### src/lowpower_break_ctrl.sv
// reserved file: holds no logic
// the sequencer top is lowpower_main, with flag_guard beneath it

### src/lowpower_pkg.sv
// constants shared by the break and low-power controller
// assumes a 250 MHz system clock and an AXI4-Lite register bus
package lowpower_pkg;
    // register indices; each register is one word at four times its index
    localparam logic [15:0] PEND_HIGH_OFFSET = 16'hfe05;
    localparam logic [15:0] BREAK_STATUS_OFFSET = 16'hfe00;
    localparam logic [15:0] FLAG_CONTROL_OFFSET = 16'hfe04;
    localparam logic [15:0] MODE_CONFIG_OFFSET = 16'hfe08;
    // field positions
    localparam int BREAK_EXITED_BIT = 1;
    localparam int FLAG_CLEAR_EN_BIT = 7;
    localparam int WATCHDOG_DIS_BIT = 0;
    localparam int SHORT_REC_BIT = 1;
    // reset values
    localparam logic [7:0] PEND_HIGH_RESET = 8'h00;
    localparam logic [1:0] MODE_CONFIG_RESET = 2'h0;
    // recovery counts in divided-oscillator cycles
    localparam logic [12:0] LONG_RECOVERY = 13'h1000;
    localparam logic [12:0] SHORT_RECOVERY = 13'h0800;
    // oscillator divider, in system clocks per divided-oscillator cycle
    localparam logic [3:0] OSC_DIV_COUNT = 4'h4;
    // software-trap vector location
    localparam logic [15:0] TRAP_VECTOR = 16'hfffc;
    // power sequencer states, gray along run-stop-recover-stack-run
    typedef enum logic [2:0] {
        ST_RUN = 3'h0,
        ST_WAIT = 3'h4,
        ST_STOP = 3'h1,
        ST_RECOVER = 3'h3,
        ST_STACK = 3'h2
    } power_state_type;
endpackage : lowpower_pkg

### src/flag_guard.sv
// clear-protection for peripheral status flags during break
// assumes clear requests and flag sets arrive as one-cycle pulses from logic on clk
`timescale 1ns/1ns
`default_nettype none
module flag_guard (
    input wire logic clk,
    input wire logic rst,
    input wire logic inBreak,
    input wire logic clearEnable,
    input wire logic [7:0] flagSet,
    input wire logic [7:0] stepOne,
    input wire logic [7:0] stepTwo,
    output logic [7:0] flags
);
    logic [7:0] armed;
    logic [7:0] allowClear;

    // a clear is allowed outside break or with the enable set
    assign allowClear = (!inBreak || clearEnable) ? 8'hff : 8'h00;

    // first step of a two-step clear arms; second step clears only when allowed
    always_ff @(posedge clk) begin
        if (rst) begin
            armed <= 8'h00;
        end else begin
            armed <= (armed | stepOne) & ~(stepTwo & allowClear);
        end
    end

    // set wins over clear; a cleared flag stays clear after break
    always_ff @(posedge clk) begin
        if (rst) begin
            flags <= 8'h00;
        end else begin
            flags <= (flags & ~(stepTwo & armed & allowClear)) | flagSet;
        end
    end
endmodule : flag_guard
`default_nettype wire

### src/lowpower_main.sv
// break and low-power sequencer with AXI4-Lite registers
// assumes core, peripherals and break unit on clk; reset pin is asynchronous
//
// The AXI4-Lite interface to the registers is this design's own decision.
`timescale 1ns/1ns
`default_nettype none
module lowpower_main (
    input wire logic clk,
    input wire logic rst,
    input wire logic [15:0] s_axi_awaddr,
    input wire logic s_axi_awvalid,
    output logic s_axi_awready,
    input wire logic [31:0] s_axi_wdata,
    input wire logic [3:0] s_axi_wstrb,
    input wire logic s_axi_wvalid,
    output logic s_axi_wready,
    output logic [1:0] s_axi_bresp,
    output logic s_axi_bvalid,
    input wire logic s_axi_bready,
    input wire logic [15:0] s_axi_araddr,
    input wire logic s_axi_arvalid,
    output logic s_axi_arready,
    output logic [31:0] s_axi_rdata,
    output logic [1:0] s_axi_rresp,
    output logic s_axi_rvalid,
    input wire logic s_axi_rready,
    input wire logic waitExec,
    input wire logic stopExec,
    input wire logic [7:0] irqPending,
    input wire logic anyIrq,
    input wire logic breakRequest,
    input wire logic resetPin,
    input wire logic internalReset,
    input wire logic [7:0] flagSet,
    input wire logic [7:0] clearStepOne,
    input wire logic [7:0] clearStepTwo,
    output logic systemReset,
    output logic maskClear,
    output logic forceVector,
    output logic [15:0] vectorAddress,
    output logic inBreak,
    output logic coreClockEnable,
    output logic peripheralClockEnable,
    output logic oscClockEnable,
    output logic watchdogRun,
    output logic stackStart,
    output logic breakExitedOut,
    output logic [7:0] protectedFlags
);
    lowpower_pkg::power_state_type state;
    lowpower_pkg::power_state_type next_state;
    logic [2:0] pinSync;
    logic pinLevel;
    logic anyReset;
    logic [7:0] pendingSourcesHigh;
    logic breakExitedLowpower;
    logic breakFlagClearEnable;
    logic watchdogDisable;
    logic shortStopRecovery;
    logic [3:0] divCount;
    logic divTick;
    logic [12:0] recoverCount;
    logic [12:0] recoverTarget;
    logic breakSeen;
    logic wakeEvent;
    logic lowpowerBreak;
    logic [15:0] wrAddr;
    logic haveAw;
    logic haveW;
    logic [31:0] wrData;
    logic [3:0] wrStrb;
    logic doWrite;

    // offsets are register indices; the byte address is four times the index
    function automatic logic hit(input logic [15:0] addr, input logic [15:0] offset);
        hit = (addr[15:2] == offset[13:0]);
    endfunction : hit

    // reset pin through three flops; level changes once last two agree
    always_ff @(posedge clk) begin
        if (rst) begin
            pinSync <= 3'h0;
            pinLevel <= 1'b0;
        end else begin
            pinSync <= {pinSync[1:0], resetPin};
            if (pinSync[2] == pinSync[1]) begin
                pinLevel <= pinSync[2];
            end
        end
    end

    // every reset source alike, no arbitration
    assign anyReset = rst || pinLevel || internalReset;

    always_ff @(posedge clk) begin
        if (rst) begin
            systemReset <= 1'b1;
        end else begin
            systemReset <= pinLevel || internalReset;
        end
    end

    // high pending sources snapshot
    always_ff @(posedge clk) begin
        if (anyReset) begin
            pendingSourcesHigh <= lowpower_pkg::PEND_HIGH_RESET;
        end else begin
            pendingSourcesHigh <= irqPending;
        end
    end

    // divided oscillator tick, stopped while oscillator is off
    always_ff @(posedge clk) begin
        if (anyReset || state == lowpower_pkg::ST_STOP) begin
            divCount <= 4'h0;
        end else if (divCount == lowpower_pkg::OSC_DIV_COUNT - 4'h1) begin
            divCount <= 4'h0;
        end else begin
            divCount <= divCount + 4'h1;
        end
    end
    assign divTick = (divCount == lowpower_pkg::OSC_DIV_COUNT - 4'h1);

    assign recoverTarget = shortStopRecovery ? lowpower_pkg::SHORT_RECOVERY
                                             : lowpower_pkg::LONG_RECOVERY;
    assign wakeEvent = anyIrq || breakRequest;
    assign lowpowerBreak = breakRequest
        && (state == lowpower_pkg::ST_WAIT || state == lowpower_pkg::ST_STOP);

    // sequencer next state
    always_comb begin
        next_state = state;
        case (state)
            lowpower_pkg::ST_RUN: begin
                if (stopExec) begin
                    next_state = lowpower_pkg::ST_STOP;
                end else if (waitExec) begin
                    next_state = lowpower_pkg::ST_WAIT;
                end
            end
            lowpower_pkg::ST_WAIT: begin
                if (wakeEvent) begin
                    next_state = lowpower_pkg::ST_STACK;
                end
            end
            lowpower_pkg::ST_STOP: begin
                if (wakeEvent) begin
                    next_state = lowpower_pkg::ST_RECOVER;
                end
            end
            lowpower_pkg::ST_RECOVER: begin
                if (divTick && recoverCount == recoverTarget - 13'h1) begin
                    next_state = lowpower_pkg::ST_STACK;
                end
            end
            lowpower_pkg::ST_STACK: begin
                next_state = lowpower_pkg::ST_RUN;
            end
            default: begin
                next_state = lowpower_pkg::ST_RUN;
            end
        endcase
    end

    always_ff @(posedge clk) begin
        if (anyReset) begin
            state <= lowpower_pkg::ST_RUN;
        end else begin
            state <= next_state;
        end
    end

    // recovery counter held clear until recovery starts
    always_ff @(posedge clk) begin
        if (anyReset || state != lowpower_pkg::ST_RECOVER) begin
            recoverCount <= 13'h0;
        end else if (divTick) begin
            recoverCount <= recoverCount + 13'h1;
        end
    end

    // clock enables
    always_ff @(posedge clk) begin
        if (anyReset) begin
            coreClockEnable <= 1'b1;
            peripheralClockEnable <= 1'b1;
            oscClockEnable <= 1'b1;
        end else begin
            coreClockEnable <= next_state == lowpower_pkg::ST_RUN
                || next_state == lowpower_pkg::ST_STACK;
            peripheralClockEnable <= next_state != lowpower_pkg::ST_STOP;
            oscClockEnable <= next_state != lowpower_pkg::ST_STOP;
        end
    end

    // stacking pulse, mask clear, watchdog
    always_ff @(posedge clk) begin
        if (anyReset) begin
            stackStart <= 1'b0;
            maskClear <= 1'b0;
            watchdogRun <= 1'b0;
        end else begin
            stackStart <= next_state == lowpower_pkg::ST_STACK;
            maskClear <= (waitExec || stopExec) && state == lowpower_pkg::ST_RUN;
            watchdogRun <= !watchdogDisable && next_state != lowpower_pkg::ST_STOP;
        end
    end

    // break state and trap vector
    always_ff @(posedge clk) begin
        if (anyReset) begin
            breakSeen <= 1'b0;
            forceVector <= 1'b0;
            vectorAddress <= 16'h0000;
        end else begin
            breakSeen <= breakRequest;
            forceVector <= breakRequest && !breakSeen;
            vectorAddress <= lowpower_pkg::TRAP_VECTOR;
        end
    end
    assign inBreak = breakSeen;

    // write channel capture, address and data in either order
    always_ff @(posedge clk) begin
        if (rst) begin
            haveAw <= 1'b0;
            haveW <= 1'b0;
            wrAddr <= 16'h0000;
            wrData <= 32'h0;
            wrStrb <= 4'h0;
        end else if (doWrite) begin
            haveAw <= 1'b0;
            haveW <= 1'b0;
        end else begin
            if (s_axi_awvalid && s_axi_awready) begin
                haveAw <= 1'b1;
                wrAddr <= s_axi_awaddr;
            end
            if (s_axi_wvalid && s_axi_wready) begin
                haveW <= 1'b1;
                wrData <= s_axi_wdata;
                wrStrb <= s_axi_wstrb;
            end
        end
    end
    assign doWrite = haveAw && haveW && !s_axi_bvalid;

    always_ff @(posedge clk) begin
        if (rst) begin
            s_axi_awready <= 1'b0;
            s_axi_wready <= 1'b0;
        end else begin
            s_axi_awready <= !haveAw && !(s_axi_awvalid && s_axi_awready) && !s_axi_bvalid;
            s_axi_wready <= !haveW && !(s_axi_wvalid && s_axi_wready) && !s_axi_bvalid;
        end
    end

    // write response
    always_ff @(posedge clk) begin
        if (rst) begin
            s_axi_bvalid <= 1'b0;
            s_axi_bresp <= 2'h0;
        end else if (doWrite) begin
            s_axi_bvalid <= 1'b1;
            if (hit(wrAddr, lowpower_pkg::BREAK_STATUS_OFFSET)
                || hit(wrAddr, lowpower_pkg::FLAG_CONTROL_OFFSET)
                || hit(wrAddr, lowpower_pkg::MODE_CONFIG_OFFSET)
                || hit(wrAddr, lowpower_pkg::PEND_HIGH_OFFSET)) begin
                s_axi_bresp <= 2'h0;
            end else begin
                s_axi_bresp <= 2'h2;
            end
        end else if (s_axi_bready) begin
            s_axi_bvalid <= 1'b0;
        end
    end

    // break exit flag: set by break in low power, set wins over clear
    always_ff @(posedge clk) begin
        if (anyReset) begin
            breakExitedLowpower <= 1'b0;
        end else if (lowpowerBreak) begin
            breakExitedLowpower <= 1'b1;
        end else if (doWrite && wrStrb[0] && hit(wrAddr, lowpower_pkg::BREAK_STATUS_OFFSET)
                     && !wrData[lowpower_pkg::BREAK_EXITED_BIT]) begin
            breakExitedLowpower <= 1'b0;
        end
    end

    // software control bits
    always_ff @(posedge clk) begin
        if (anyReset) begin
            breakFlagClearEnable <= 1'b0;
            watchdogDisable <= lowpower_pkg::MODE_CONFIG_RESET[lowpower_pkg::WATCHDOG_DIS_BIT];
            shortStopRecovery <= lowpower_pkg::MODE_CONFIG_RESET[lowpower_pkg::SHORT_REC_BIT];
        end else if (doWrite && wrStrb[0]) begin
            if (hit(wrAddr, lowpower_pkg::FLAG_CONTROL_OFFSET)) begin
                breakFlagClearEnable <= wrData[lowpower_pkg::FLAG_CLEAR_EN_BIT];
            end else if (hit(wrAddr, lowpower_pkg::MODE_CONFIG_OFFSET)) begin
                watchdogDisable <= wrData[lowpower_pkg::WATCHDOG_DIS_BIT];
                shortStopRecovery <= wrData[lowpower_pkg::SHORT_REC_BIT];
            end
        end
    end

    always_ff @(posedge clk) begin
        if (anyReset) begin
            breakExitedOut <= 1'b0;
        end else begin
            breakExitedOut <= breakExitedLowpower;
        end
    end

    // read channel, one beat answered the cycle after address taken
    always_ff @(posedge clk) begin
        if (rst) begin
            s_axi_arready <= 1'b0;
            s_axi_rvalid <= 1'b0;
            s_axi_rdata <= 32'h0;
            s_axi_rresp <= 2'h0;
        end else if (s_axi_arvalid && s_axi_arready) begin
            s_axi_arready <= 1'b0;
            s_axi_rvalid <= 1'b1;
            s_axi_rresp <= 2'h0;
            if (hit(s_axi_araddr, lowpower_pkg::PEND_HIGH_OFFSET)) begin
                s_axi_rdata <= {24'h0, pendingSourcesHigh};
            end else if (hit(s_axi_araddr, lowpower_pkg::BREAK_STATUS_OFFSET)) begin
                s_axi_rdata <= {30'h0, breakExitedLowpower, 1'b0};
            end else if (hit(s_axi_araddr, lowpower_pkg::FLAG_CONTROL_OFFSET)) begin
                s_axi_rdata <= {24'h0, breakFlagClearEnable, 7'h0};
            end else if (hit(s_axi_araddr, lowpower_pkg::MODE_CONFIG_OFFSET)) begin
                s_axi_rdata <= {30'h0, shortStopRecovery, watchdogDisable};
            end else begin
                s_axi_rdata <= 32'h0;
                s_axi_rresp <= 2'h2;
            end
        end else if (s_axi_rvalid) begin
            if (s_axi_rready) begin
                s_axi_rvalid <= 1'b0;
                s_axi_arready <= 1'b1;
            end
        end else begin
            s_axi_arready <= 1'b1;
        end
    end

    // peripheral flag protection during break
    flag_guard guard (
        .clk(clk),
        .rst(anyReset),
        .inBreak(breakSeen),
        .clearEnable(breakFlagClearEnable),
        .flagSet(flagSet),
        .stepOne(clearStepOne),
        .stepTwo(clearStepTwo),
        .flags(protectedFlags)
    );
endmodule : lowpower_main
`default_nettype wire

### config.mk
export PLATFORM = sky130hd
export DESIGN_NAME = lowpower_main
export DESIGN_NICKNAME = d
export VERILOG_FILES = /design/src/lowpower_break_ctrl.sv /design/src/lowpower_pkg.sv /design/src/flag_guard.sv /design/src/lowpower_main.sv
export SDC_FILE = /design/constraint.sdc
export NUM_CORES = 1
export LEC_CHECK = 0
export ABC_CLOCK_PERIOD_IN_PS = 4500
export BUFFER_PORTS_ARGS = -buffer_cell sky130_fd_sc_hd__buf_4
export CORE_MARGIN = 5
export CORE_UTILIZATION = 50
export DETAILED_ROUTE_END_ITERATION = 6
export PLACE_DENSITY = 0.93
export SYNTH_ARGS = -nofsm -noshare
export SYNTH_HDL_FRONTEND = slang
export SYNTH_SLANG_ARGS = --single-unit
### constraint.sdc
create_clock -name clk -period 4.5 [get_ports clk]
set_input_delay 0.225 -clock clk [delete_from_list [all_inputs] [get_ports clk]]
set_output_delay 0.225 -clock clk [all_outputs]
set_load 0.1 [all_outputs]
==> metrics.yaml <==
crit_required_ps: 4760
grt_antenna_before_repair: 0
nFillCells: 633
stdcell_area_um2: 4950
grt_pass1_vias: 3245
multiInputGateArea_um2: 1700
die_y_um: 99.0
yosysTopAreaCell: "dfxtp_1"
synthesis.yosys.warnings: 0
synthDominantCellAreaShare: 0.491
timing.rr.end: "stackStart$_SDFF_PN0_"
hold-path-cell-count: 2
dieWidth_um: 99.0
critPathMaxStageDelay_ps: 940
vias_per_cell: 5.14
core_area_um2: 7730
diodes: 0
final_net_count: 652
rsz0062_at_grt: "false"
num_io_pins: 188
rr_worst_depth: 5
clk_pin_slew_ps: 90
holdPathEnd: "guard.armed[7]$_SDFF_PN0_"
dp.cells: 628
post_cts_resized: 0
cts.sinks: 97
clock_tree.htree_level_count: 3
area.sequential_um2: 1940
cts_tree: "built"
insertion_delay_ps: 350
yosysSeqAreaShare: 0.491
final.period_utilization: 0.547
timing.clock.skew_ps: 11.8
run_status: "finished clean"
gpl.final_weighted_congestion: 0.815
worstMarginPinSlew_ps: 1080
worst_path_dominant_cell_family: "simple AND/OR/NAND/NOR gates"
syn_avg_cell_area_um2: 9.12
die-area_um2: 9790
ys_seq_elements: 97
max_freq_mhz: 406
ant_nets: 0
relSlewSlack: 0.268
critPathLaunchType: "flip-flop"
hp-start: "clearStepTwo[7]"
synth-async-reset-ratio: 0
grt_first_pass_wirelength_um: 14800
cts-buffers-inserted: 9
power.ir.vdd_worst_mv: 0.174
timing.final.hold_violations: 0
drt_initial_violations: 165
post-cts-setup-buffers: 0
netlist-cell-type-count: 52
totalNegativeSetupSlack_ps: 0
placementRows: 32
power.density_cell_area_nw_per_um2: 390
clock_tree.root_cell: "clkbuf_8"
netlist_instances: 434
detailed_route_wire_length_per_cell_um: 14.1
maxCapViolations: 0
clockBufferDepth: 2
crit_path_end_kind: "flip-flop"
synth_area_um2: 3960
crit_path_top_delay_cell: "nor4bb_1"
postPlaceCellArea_um2: 4720
vias: 3311
synth_enable_flop_cells: 0
r2r_slack_ps: 2040
worst_setup_path_startpoint: "divCount[0]$_SDFF_PP0_"
synth.area.top_cells: "dfxtp_1, buf_4, a21oi_1, nor2_1, o21ai_0"
critical_path_buf_inv_count: 0
maxSlewViolCount: 0
cts_hold_repair.buffers: 0
floorplan.initialDensity: 0.512
fin_crit_ps: 2460
total_leakage_power_uw: 0.00209
port_buffer_count: 123
path_cells: "ha_1, nor4bb_1, nand4_1, o31a_1, nor3_1"
fin_util: 0.641
detailed_place_hpwl_um: 7020
synthFlopType: "dfxtp_1"
worstReg2RegStart: "divCount[0]$_SDFF_PP0_"
cp_max_fo: 6
flow.area_growth_from_synthesis_pct: 25.1
critical_path_arrival_ps: 2720
worst_path_class_setup: "flip-flop to flip-flop"
grt.total_usage: 0.182
layoutNonFillerInstCount: 644
drc: 0
totalWireLength_um: 9100
hold_path_class: "input pin to flip-flop"
report.power.total_uw: 1930
dr.pass1.iters: 4
fraction_of_final_layout_cells_with_drive_strength_greater_than_1: 0.269
setup_viol: 0
global_route.overflow_total: 0
pin_count_of_the_biggest_net_entering_global_routing: 37
[synth_stat cells, types with 2 or more instances]
cell type	number
a211oi_1	10
a21oi_1	40
a22o_1	6
a22oi_1	2
and2_1	12
and3_1	5
and4_1	3
buf_4	42
clkbuf_1	13
dfxtp_1	97
ha_1	2
inv_1	7
mux2i_1	5
nand2_1	29
nand2b_1	5
nand3_1	18
nand4_1	6
nand4b_1	2
nor2_1	49
nor2b_1	4
nor3_1	5
nor3b_1	3
nor4bb_1	2
o211ai_1	2
o21a_1	3
o21ai_0	23
o32ai_1	2
or3_1	2
or4_1	2
xnor2_1	3
xor2_1	9
[state kept, by name, indices dropped and copies added, names as in the netlist, 3 cells and up]
register / flops
divCount: 4
guard.armed: 8
guard.flags: 8
pendingSourcesHigh: 8
pinSync: 3
recoverCount: 13
s_axi_rdata: 8
state: 3
wrAddr: 14
wrData: 3
[per-stage QoR]
step	hold slack (ps)	setup WS (ps)
finish	51.4	2040
floorplan	321	2300
global placement	414	2100
CTS	36.7	2020
detailed placement	421	2090
global route	40.2	1740
[cells by family (layout without fill, tap and decap cells)]
kind of cell	after synthesis	after routing	synth area share
xor+xnor	12	12	0.0266
fa+ha+maj	2	2	0.00632
simple gates	157	157	0.213
flops	97	97	0.491
buf+inv	66	147	0.106
other cells	1	28	0.000948
compound gates	93	93	0.140
mux	6	6	0.0155
[routing by layer]
layer | routed length (um) | share of wire | track usage | vias to the layer above
met2 | 4750 | 0.52 | 0.329 | 95
met5 | 0 | 0 | 0 | -
li1 | - | - | - | 1640
met4 | 106 | 0.012 | 0.0662 | 0
met3 | 647 | 0.071 | 0.0467 | 9
met1 | 3590 | 0.39 | 0.206 | 1567
[cells in the final DEF (no fill, tap or decap), types with 2 or more instances in the layout]
cell	instances
buf_4	123
dfxtp_1	97
nor2_1	49
a21oi_1	40
nand2_1	29
conb_1	28
o21ai_0	23
nand3_1	18
and2_1	12
a211oi_1	10
clkbuf_8	10
xor2_1	9
inv_1	7
nand4_1	6
a22o_1	6
mux2i_1	5
nand2b_1	5
and3_1	5
nor3_1	5
nor2b_1	4
xnor2_1	3
nor3b_1	3
o21a_1	3
and4_1	3
or3_1	2
nor4bb_1	2
or4_1	2
o211ai_1	2
nand4b_1	2
o32ai_1	2
a22oi_1	2
ha_1	2
inv_6	2
bufinv_16	2
[worst max-delay path by stage]
stage	depth (start not counted)	slack, ps	end
finish	5	2040	stackStart$_SDFF_PN0_
global route	5	1740	stackStart$_SDFF_PN0_
CTS	5	2020	stackStart$_SDFF_PN0_
detailed placement	5	2090	stackStart$_SDFF_PN0_
global placement	6	2100	recoverCount[9]$_SDFFE_PP0P_
floorplan	4	2300	s_axi_rdata[2]$_SDFFE_PP0P_
[final cells by class]
class	count	area share
flip-flops and latches	97	0.392
multi-input cells	298	0.343
repair buffers	123	0.187
clock buffers	11	0.0286
well taps	102	0.0258
clock inverters	5	0.0172
inverters	8	0.00708
[where the power goes]
group	leakage (uW)	switching (uW)	internal, uW
Sequential	0.000791	19.2	888
Combinational	0.00119	305	91.9
Clock	0.000111	295	333
Total	0.00209	619	1310
No activity file was read; power rests on OpenSTA's default activity.
